File: config.mk
export PLATFORM = sky130hd
export DESIGN_NAME = rt_output_port
export DESIGN_NICKNAME = d
export VERILOG_FILES = /design/src/rtl/rt_port_pkg.sv /design/src/rtl/rt_output_port.sv /design/src/rtl/rt_bitreg.sv /design/src/rtl/rt_nibble_load.sv
export VERILOG_INCLUDE_DIRS = /design/src /design/src/rtl
export SDC_FILE = /design/constraint.sdc
export NUM_CORES = 1
export LEC_CHECK = 0
export ABC_AREA = 1
export BUFFER_PORTS_ARGS = -buffer_cell sky130_fd_sc_hd__buf_2
export CORE_MARGIN = 5
export CORE_UTILIZATION = 56
export CTS_CLUSTER_SIZE = 20
export DETAILED_ROUTE_END_ITERATION = 7
export HOLD_SLACK_MARGIN = 0.08
export PLACE_DENSITY = 0.79
export SYNTH_ARGS = -nofsm -noshare
export SYNTH_HDL_FRONTEND = slang
export SYNTH_SLANG_ARGS = --single-unit
File: constraint.sdc
create_clock -name mclk -period 1.96 [get_ports mclk]
set_clock_uncertainty 0.15 [all_clocks]
set_input_delay 0.196 -clock mclk [delete_from_list [all_inputs] [get_ports mclk]]
set_output_delay 0.196 -clock mclk [all_outputs]
set_load 0.01 [all_outputs]
File: src/rtl/rt_port_consts.svh
`ifndef RT_PORT_CONSTS_SVH
`define RT_PORT_CONSTS_SVH

// Register selects on the internal special-register port
`define RT_SEL_BUF_LOW   3'h0
`define RT_SEL_BUF_HIGH  3'h1
`define RT_SEL_DIRECTION 3'h2
`define RT_SEL_PIN_MODE  3'h3
`define RT_SEL_CONTROL   3'h4
`define RT_SEL_LATCH     3'h5

// Control register fields
`define RT_CTRL_TRIG_BIT  4
`define RT_CTRL_BYTE_BIT  5
`define RT_CTRL_USED_MASK 8'h30

// Reset values
`define RT_DIRECTION_RST 8'hff
`define RT_PIN_MODE_RST  8'h00
`define RT_CONTROL_RST   8'h00
`define RT_BUFFER_RST    4'h0
`define RT_LATCH_RST     8'h00

`endif

File: src/rtl/rt_port_pkg.sv
package rt_port_pkg;

    typedef struct packed {
        logic       wr;
        logic       rd;
        logic       bit_op;
        logic [2:0] bit_sel;
        logic [2:0] sel;
        logic [7:0] wdata;
    } reg_req_s;

    typedef struct packed {
        logic tm1;
        logic tm2;
        logic ext2;
    } trig_s;

    typedef enum logic [2:0] {
        TRIG_IDLE = 3'b001,
        TRIG_PEND = 3'b010,
        TRIG_BOTH = 3'b100
    } trig_state_e;

endpackage

File: src/rtl/rt_output_port.sv
// Notes on behaviour
// - Trigger copies buffer into latch in hardware
// - Each pin selectable port or real-time
// - Dual mode loads halves through separate addresses
// - Byte mode write loads both halves
// - Reads give high:low from either buffer address in both modes
// - Port-mode buffer bits read as zero
// - Reset sets direction register to all ones
// - Reset clears pin mode register
// - Port writes ignored on real-time pins
// - Reset clears control register
// - Dual mode trigger mapping per trigger select
// - Byte mode updates all bits together
// - Bit and byte writes on control registers
`include "rt_port_consts.svh"

module rt_output_port
    import rt_port_pkg::*;
(
    input  wire logic       mclk,
    input  wire logic       rst_b,
    input  wire reg_req_s   req,
    input  wire trig_s      trig,
    output logic      [7:0] rdata_q,
    output logic      [7:0] port_out_q,
    output logic      [7:0] port_oe_q,
    output logic            xfer_busy_q
);
    logic [7:0]  direction_q;
    logic [7:0]  pin_mode_q;
    logic [7:0]  control_q;
    logic [3:0]  buf_low_q;
    logic [3:0]  buf_high_q;
    logic [3:0]  buf_low_d;
    logic [3:0]  buf_high_d;
    logic [7:0]  latch_q;
    logic [7:0]  latch_d;
    logic [7:0]  rdata_d;
    logic        upd_low_q;
    logic        upd_high_q;
    logic        upd_low_d;
    logic        upd_high_d;
    trig_state_e state_q;
    trig_state_e state_d;
    logic        mode_byte;
    logic        trig_sel;
    logic [7:0]  buf_word;
    logic [7:0]  upd_mask;
    logic [7:0]  latch_wmask;
    logic        hit_buf_low;
    logic        hit_buf_high;
    logic        hit_direction;
    logic        hit_pin_mode;
    logic        hit_control;
    logic        hit_latch;
    logic        wr_byte;
    logic [7:0]  buf_read;
    logic [7:0]  ctrl_read;
    logic [7:0]  copy_mask;
    logic [7:0]  port_out_d;
    logic [7:0]  port_oe_d;
    logic        xfer_busy_d;

    assign mode_byte = control_q[`RT_CTRL_BYTE_BIT];
    assign trig_sel  = control_q[`RT_CTRL_TRIG_BIT];
    assign buf_word  = {buf_high_q, buf_low_q};
    assign wr_byte   = req.wr && !req.bit_op;
    assign buf_read  = buf_word & pin_mode_q;
    assign ctrl_read = control_q & `RT_CTRL_USED_MASK;
    assign latch_wmask = ~pin_mode_q;

    // Register select decode
    always_comb begin
        hit_buf_low   = 1'b0;
        hit_buf_high  = 1'b0;
        hit_direction = 1'b0;
        hit_pin_mode  = 1'b0;
        hit_control   = 1'b0;
        hit_latch     = 1'b0;
        if (req.sel == `RT_SEL_BUF_LOW) begin
            hit_buf_low = 1'b1;
        end else if (req.sel == `RT_SEL_BUF_HIGH) begin
            hit_buf_high = 1'b1;
        end else if (req.sel == `RT_SEL_DIRECTION) begin
            hit_direction = 1'b1;
        end else if (req.sel == `RT_SEL_PIN_MODE) begin
            hit_pin_mode = 1'b1;
        end else if (req.sel == `RT_SEL_CONTROL) begin
            hit_control = 1'b1;
        end else if (req.sel == `RT_SEL_LATCH) begin
            hit_latch = 1'b1;
        end
    end

    rt_bitreg #(.RST_VAL(`RT_DIRECTION_RST)) u_direction (
        .mclk    (mclk),
        .rst_b   (rst_b),
        .hit     (hit_direction),
        .req     (req),
        .value_q (direction_q)
    );

    rt_bitreg #(.RST_VAL(`RT_PIN_MODE_RST)) u_pin_mode (
        .mclk    (mclk),
        .rst_b   (rst_b),
        .hit     (hit_pin_mode),
        .req     (req),
        .value_q (pin_mode_q)
    );

    rt_bitreg #(.RST_VAL(`RT_CONTROL_RST)) u_control (
        .mclk    (mclk),
        .rst_b   (rst_b),
        .hit     (hit_control),
        .req     (req),
        .value_q (control_q)
    );

    rt_nibble_load u_nibbles (
        .mode_byte (mode_byte),
        .hit_low   (hit_buf_low),
        .hit_high  (hit_buf_high),
        .wr        (wr_byte),
        .wdata     (req.wdata),
        .low_q     (buf_low_q),
        .high_q    (buf_high_q),
        .low_d     (buf_low_d),
        .high_d    (buf_high_d)
    );

    // Trigger decode; flags registered so the copy lands one cycle after the pulse
    always_comb begin
        upd_low_d  = 1'b0;
        upd_high_d = 1'b0;
        case ({mode_byte, trig_sel})
            2'b00: begin
                upd_high_d = trig.tm2;
                upd_low_d  = trig.tm1;
            end
            2'b01: begin
                upd_high_d = trig.tm1;
                upd_low_d  = trig.ext2;
            end
            2'b10: begin
                upd_high_d = trig.tm1;
                upd_low_d  = trig.tm1;
            end
            default: begin
                upd_high_d = trig.ext2;
                upd_low_d  = trig.ext2;
            end
        endcase
    end

    always_ff @(posedge mclk) begin
        if (!rst_b) begin
            upd_low_q  <= 1'b0;
            upd_high_q <= 1'b0;
        end else begin
            upd_low_q  <= upd_low_d;
            upd_high_q <= upd_high_d;
        end
    end

    always_comb begin
        case ({upd_high_d, upd_low_d})
            2'b11: begin
                state_d = TRIG_BOTH;
            end
            2'b01, 2'b10: begin
                state_d = TRIG_PEND;
            end
            default: begin
                state_d = TRIG_IDLE;
            end
        endcase
    end

    always_ff @(posedge mclk) begin
        if (!rst_b) begin
            state_q <= TRIG_IDLE;
        end else begin
            state_q <= state_d;
        end
    end

    // Both halves pending takes the whole buffer
    always_comb begin
        case (state_q)
            TRIG_BOTH: begin
                upd_mask = 8'hff;
            end
            TRIG_PEND: begin
                upd_mask = {{4{upd_high_q}}, {4{upd_low_q}}};
            end
            default: begin
                upd_mask = 8'h00;
            end
        endcase
    end

    assign copy_mask = upd_mask & pin_mode_q;

    always_comb begin
        latch_d = latch_q;
        if (req.wr && hit_latch) begin
            if (req.bit_op) begin
                if (latch_wmask[req.bit_sel]) begin
                    latch_d[req.bit_sel] = req.wdata[0];
                end
            end else begin
                latch_d = (latch_q & ~latch_wmask) | (req.wdata & latch_wmask);
            end
        end
        // Trigger wins over a same-cycle port write, so a late write adds no jitter
        latch_d = (latch_d & ~copy_mask) | (buf_word & copy_mask);
    end

    always_ff @(posedge mclk) begin
        if (!rst_b) begin
            latch_q <= `RT_LATCH_RST;
        end else begin
            latch_q <= latch_d;
        end
    end

    // Buffers keep nibbles only; reads rebuild the byte
    always_ff @(posedge mclk) begin
        if (!rst_b) begin
            buf_low_q  <= `RT_BUFFER_RST;
            buf_high_q <= `RT_BUFFER_RST;
        end else begin
            buf_low_q  <= buf_low_d;
            buf_high_q <= buf_high_d;
        end
    end

    // Read data stands one cycle, then falls back to zero
    always_comb begin
        rdata_d = 8'h00;
        if (req.rd) begin
            if (hit_buf_low || hit_buf_high) begin
                rdata_d = buf_read;
            end else if (hit_direction) begin
                rdata_d = direction_q;
            end else if (hit_pin_mode) begin
                rdata_d = pin_mode_q;
            end else if (hit_control) begin
                rdata_d = ctrl_read;
            end else if (hit_latch) begin
                rdata_d = latch_q;
            end else begin
                rdata_d = 8'h00;
            end
        end
    end

    always_ff @(posedge mclk) begin
        if (!rst_b) begin
            rdata_q <= 8'h00;
        end else begin
            rdata_q <= rdata_d;
        end
    end

    // Pins follow latch_d, so they move on the same edge as the latch
    always_comb begin
        port_out_d = latch_d;
    end

    always_ff @(posedge mclk) begin
        if (!rst_b) begin
            port_out_q <= `RT_LATCH_RST;
        end else begin
            port_out_q <= port_out_d;
        end
    end

    always_comb begin
        port_oe_d = ~direction_q;
    end

    always_ff @(posedge mclk) begin
        if (!rst_b) begin
            port_oe_q <= 8'h00;
        end else begin
            port_oe_q <= port_oe_d;
        end
    end

    always_comb begin
        xfer_busy_d = (state_d != TRIG_IDLE);
    end

    always_ff @(posedge mclk) begin
        if (!rst_b) begin
            xfer_busy_q <= 1'b0;
        end else begin
            xfer_busy_q <= xfer_busy_d;
        end
    end
endmodule

File: src/rtl/rt_bitreg.sv
`include "rt_port_consts.svh"

module rt_bitreg
    import rt_port_pkg::*;
#(
    parameter logic [7:0] RST_VAL = 8'h00
) (
    input  wire logic       mclk,
    input  wire logic       rst_b,
    input  wire logic       hit,
    input  wire reg_req_s   req,
    output logic      [7:0] value_q
);
    logic [7:0] value_d;

    always_comb begin
        value_d = value_q;
        if (hit && req.wr) begin
            if (req.bit_op) begin
                value_d[req.bit_sel] = req.wdata[0];
            end else begin
                value_d = req.wdata;
            end
        end
    end

    always_ff @(posedge mclk) begin
        if (!rst_b) begin
            value_q <= RST_VAL;
        end else begin
            value_q <= value_d;
        end
    end
endmodule

File: src/rtl/rt_nibble_load.sv
module rt_nibble_load (
    input  wire logic       mode_byte,
    input  wire logic       hit_low,
    input  wire logic       hit_high,
    input  wire logic       wr,
    input  wire logic [7:0] wdata,
    input  wire logic [3:0] low_q,
    input  wire logic [3:0] high_q,
    output logic      [3:0] low_d,
    output logic      [3:0] high_d
);
    always_comb begin
        low_d  = low_q;
        high_d = high_q;
        if (wr && mode_byte && (hit_low || hit_high)) begin
            low_d  = wdata[3:0];
            high_d = wdata[7:4];
        end else if (wr && hit_low) begin
            low_d = wdata[3:0];
        end else if (wr && hit_high) begin
            high_d = wdata[7:4];
        end
    end
endmodule

==> results.sh <==
export IMPL_outcome="finished clean"
export IMPL_post_drt_wl_per_cell_um=14.19
export IMPL_reg2reg_depth=8
export IMPL_syn_to_final_growth_pct=16.48
export IMPL_finish_utilization_pct=67.28
export IMPL_netlist_instances=445
export IMPL_synth_edf_count=0
export IMPL_whs_path_depth=2
export IMPL_ys_seq_area_share_pct=37.76
export IMPL_fin_crit_ns=1.818
export IMPL_clk_pin_slew_ns=0.09
export IMPL_cts_root_buf="clkbuf_8"
export IMPL_grt_max_degree=18
export IMPL_cts_tree="done"
export IMPL_cts_buffer_depth=2
export IMPL_hpwl_um=5909
export IMPL_rsz0062_at_grt="false"
export IMPL_grt_use_total_pct=23.83
export IMPL_die_y_um=82.82
export IMPL_drt_pass1_iter_count=5
export IMPL_start_util_pct=57.77
export IMPL_wirelength_um=8161
export IMPL_syn_cell_area_um2=2969
export IMPL_fmax_ghz=0.5500
export IMPL_htree_levels=2
export IMPL_drcViolationCount=0
export IMPL_final_common_cell="nand2_1"
export IMPL_min_delay_path_class="primary input to flop"
export IMPL_avgViaCountPerCell=5.477
export IMPL_hold_viol_final=0
export IMPL_worstMarginPinSlew_ns=0.4544
export IMPL_n_antenna_cell=0
export IMPL_synth_seq_cells=56
export IMPL_ant_nets=0
export IMPL_async_flop_share_pct=0
export IMPL_critPathMaxFanout=4
export IMPL_mostFrequentLayoutCells="88 x nand2_1, 67 x nor2_1, 55 x dfxtp_1"
export IMPL_ys_flop_type="dfxtp_1"
export IMPL_syn_nets=473
export IMPL_maxSlewHeadroom_pct=69.63
export IMPL_p_leak_nw=1.654
export IMPL_clock_sinks=56
export IMPL_cp_required_ns=2.01
export IMPL_clock_latency_ns=0.30
export IMPL_total_power_mw=2.149
export IMPL_ir_worst_vdd_uv=475.3
export IMPL_drtIter0Drc=190
export IMPL_gp_congestion=0.8826
export IMPL_final_cell_area_um2=3458
export IMPL_whs_ns=0.1066
export IMPL_crit_arrival_ns=1.86
export IMPL_drive_gt1_share_pct=18.22
export IMPL_dieWidth_um=82.82
export IMPL_setup_viol=0
export IMPL_numCtsBuffers=5
export IMPL_startpoint_type="flop"
export IMPL_io_pins=47
export IMPL_synth_warnings=0
export IMPL_core_rowCount=26
export IMPL_grt_antenna_before_repair=0
export IMPL_crit_type="flop to flop"
export IMPL_grt_pass1_vias=3086
export IMPL_grt_pass1_wl_um=13770
export IMPL_dieArea_um2=6858
export IMPL_power_density_nw_per_um2=621.4
export IMPL_setup_tns_ns=0
export IMPL_slew_viol_final=0
export IMPL_syn_area_per_cell_um2=6.672
export IMPL_coreArea_um2=5140
export IMPL_drv_cap=0
export IMPL_synth_cell_types=33
export IMPL_end_kind="flop"
export IMPL_fin_crit_sh_pct=92.77
export IMPL_vias=3149
export IMPL_layout_nets=532
export IMPL_grt_overflow=0
export IMPL_dpl_instance_area_um2=3284
export IMPL_io_buffers=46
[logic make-up (layout without fill, tap and decap cells)]
logic type	count (synthesis)	after routing	share of synthesized area, %
buffers and inverters	72	132	9.818
flip-flops	56	56	37.76
adder cells (fa/ha/maj)	6	6	2.528
AO/OA/AOI/OAI	88	88	16.77
AND/OR/NAND/NOR	223	223	33.12
[path summary, 6_finish.rpt]
kind	start	end	slack (ns)
max reg2reg	u_control.value_q[5]$_SDFFE_PN0P_	state_q[0]$_SDFF_PN1_	0.14
min	rst_b	u_direction.value_q[2]$_SDFFE_PN1P_	0.11
min reg2reg	u_direction.value_q[6]$_SDFFE_PN1P_	port_oe_q[6]$_SDFF_PN0_	0.29
max	u_control.value_q[5]$_SDFFE_PN0P_	state_q[0]$_SDFF_PN1_	0.14
[what timing repair did]
| item | in CTS | in global routing |
|---|---|---|
| buffers inserted | 0 | 0 |
| endpoints found under the hold margin | 10 | 0 |
| hold buffers | 8 | 0 |
| resized for setup | 0 | 3 |
| endpoints found under the setup margin | 0 | 1 |
[cell type report]
class / count / area, um2
tap: 70 / 87.58
clock buffer: 8 / 90.09
timing repair buffer: 61 / 362.8
sequential: 56 / 1122
multi-input combinational: 317 / 1559
fill: 483 / 1682
inverter: 63 / 236.5
[per-layer routing]
layer  vias to the layer above  part of all wire, %  track usage [%]  routed length [um]
li1                       1558                    -                -                   -
met1                      1422                   41            28.15                3324
met2                       145                   48            41.25                3905
met3                        24                  8.2            5.149                 673
met4                         0                  3.1            10.55                 257
met5                         -                    0                0                   0
[power by group]
part / leakage [nW] / internal (mW) / total [mW] / switching [mW]
clock network: 0.0455 / 0.289 / 0.643 / 0.354
logic: 1.15 / 0.107 / 0.323 / 0.216
registers: 0.455 / 1.17 / 1.18 / 0.0155
total: 1.65 / 1.56 / 2.15 / 0.585
[stage by stage]
stage | cells | worst slack (ns)
2_1_floorplan | 445 | 0.1877
6_report | 575 | 0.1417
4_1_cts | 575 | 0.09134
5_1_grt | 575 | 0.02413
3_3_place_gp | 559 | 0.2085
3_5_place_dp | 559 | 0.1213
[worst max-delay path, cell delays in order, from the launching register on]
cell     delay (ns)
dfxtp_1        0.32
buf_4          0.14
ha_1           0.18
nor2_2         0.12
nand2_1        0.05
o21ai_0        0.10
inv_1          0.12
ha_1           0.21
or2_2          0.30
[cells in the mapped netlist (2+ instances only)]
| cell type | instances | area share [%] |
|---|---|---|
| nand2_4 | 3 | 1.1 |
| buf_2 | 2 | 0.34 |
| o22ai_1 | 9 | 1.9 |
| inv_2 | 8 | 1.0 |
| inv_1 | 54 | 6.8 |
| nand2_1 | 88 | 11 |
| o311ai_1 | 2 | 0.59 |
| ha_1 | 6 | 2.5 |
| a21oi_1 | 33 | 5.6 |
| nor2_1 | 68 | 8.6 |
| nor3_1 | 2 | 0.34 |
| dfxtp_1 | 56 | 38 |
| o21ai_0 | 31 | 5.2 |
| or2_2 | 2 | 0.42 |
| a31oi_1 | 2 | 0.42 |
| nand3_1 | 47 | 7.9 |
| nor2_2 | 5 | 1.1 |
| o21ai_1 | 3 | 0.51 |
| buf_4 | 3 | 0.76 |
| clkbuf_1 | 3 | 0.38 |
| o21ai_2 | 2 | 0.59 |
| nand2_2 | 4 | 0.84 |
| nor2_4 | 2 | 0.76 |
No activity file was read; power rests on OpenSTA's default activity.
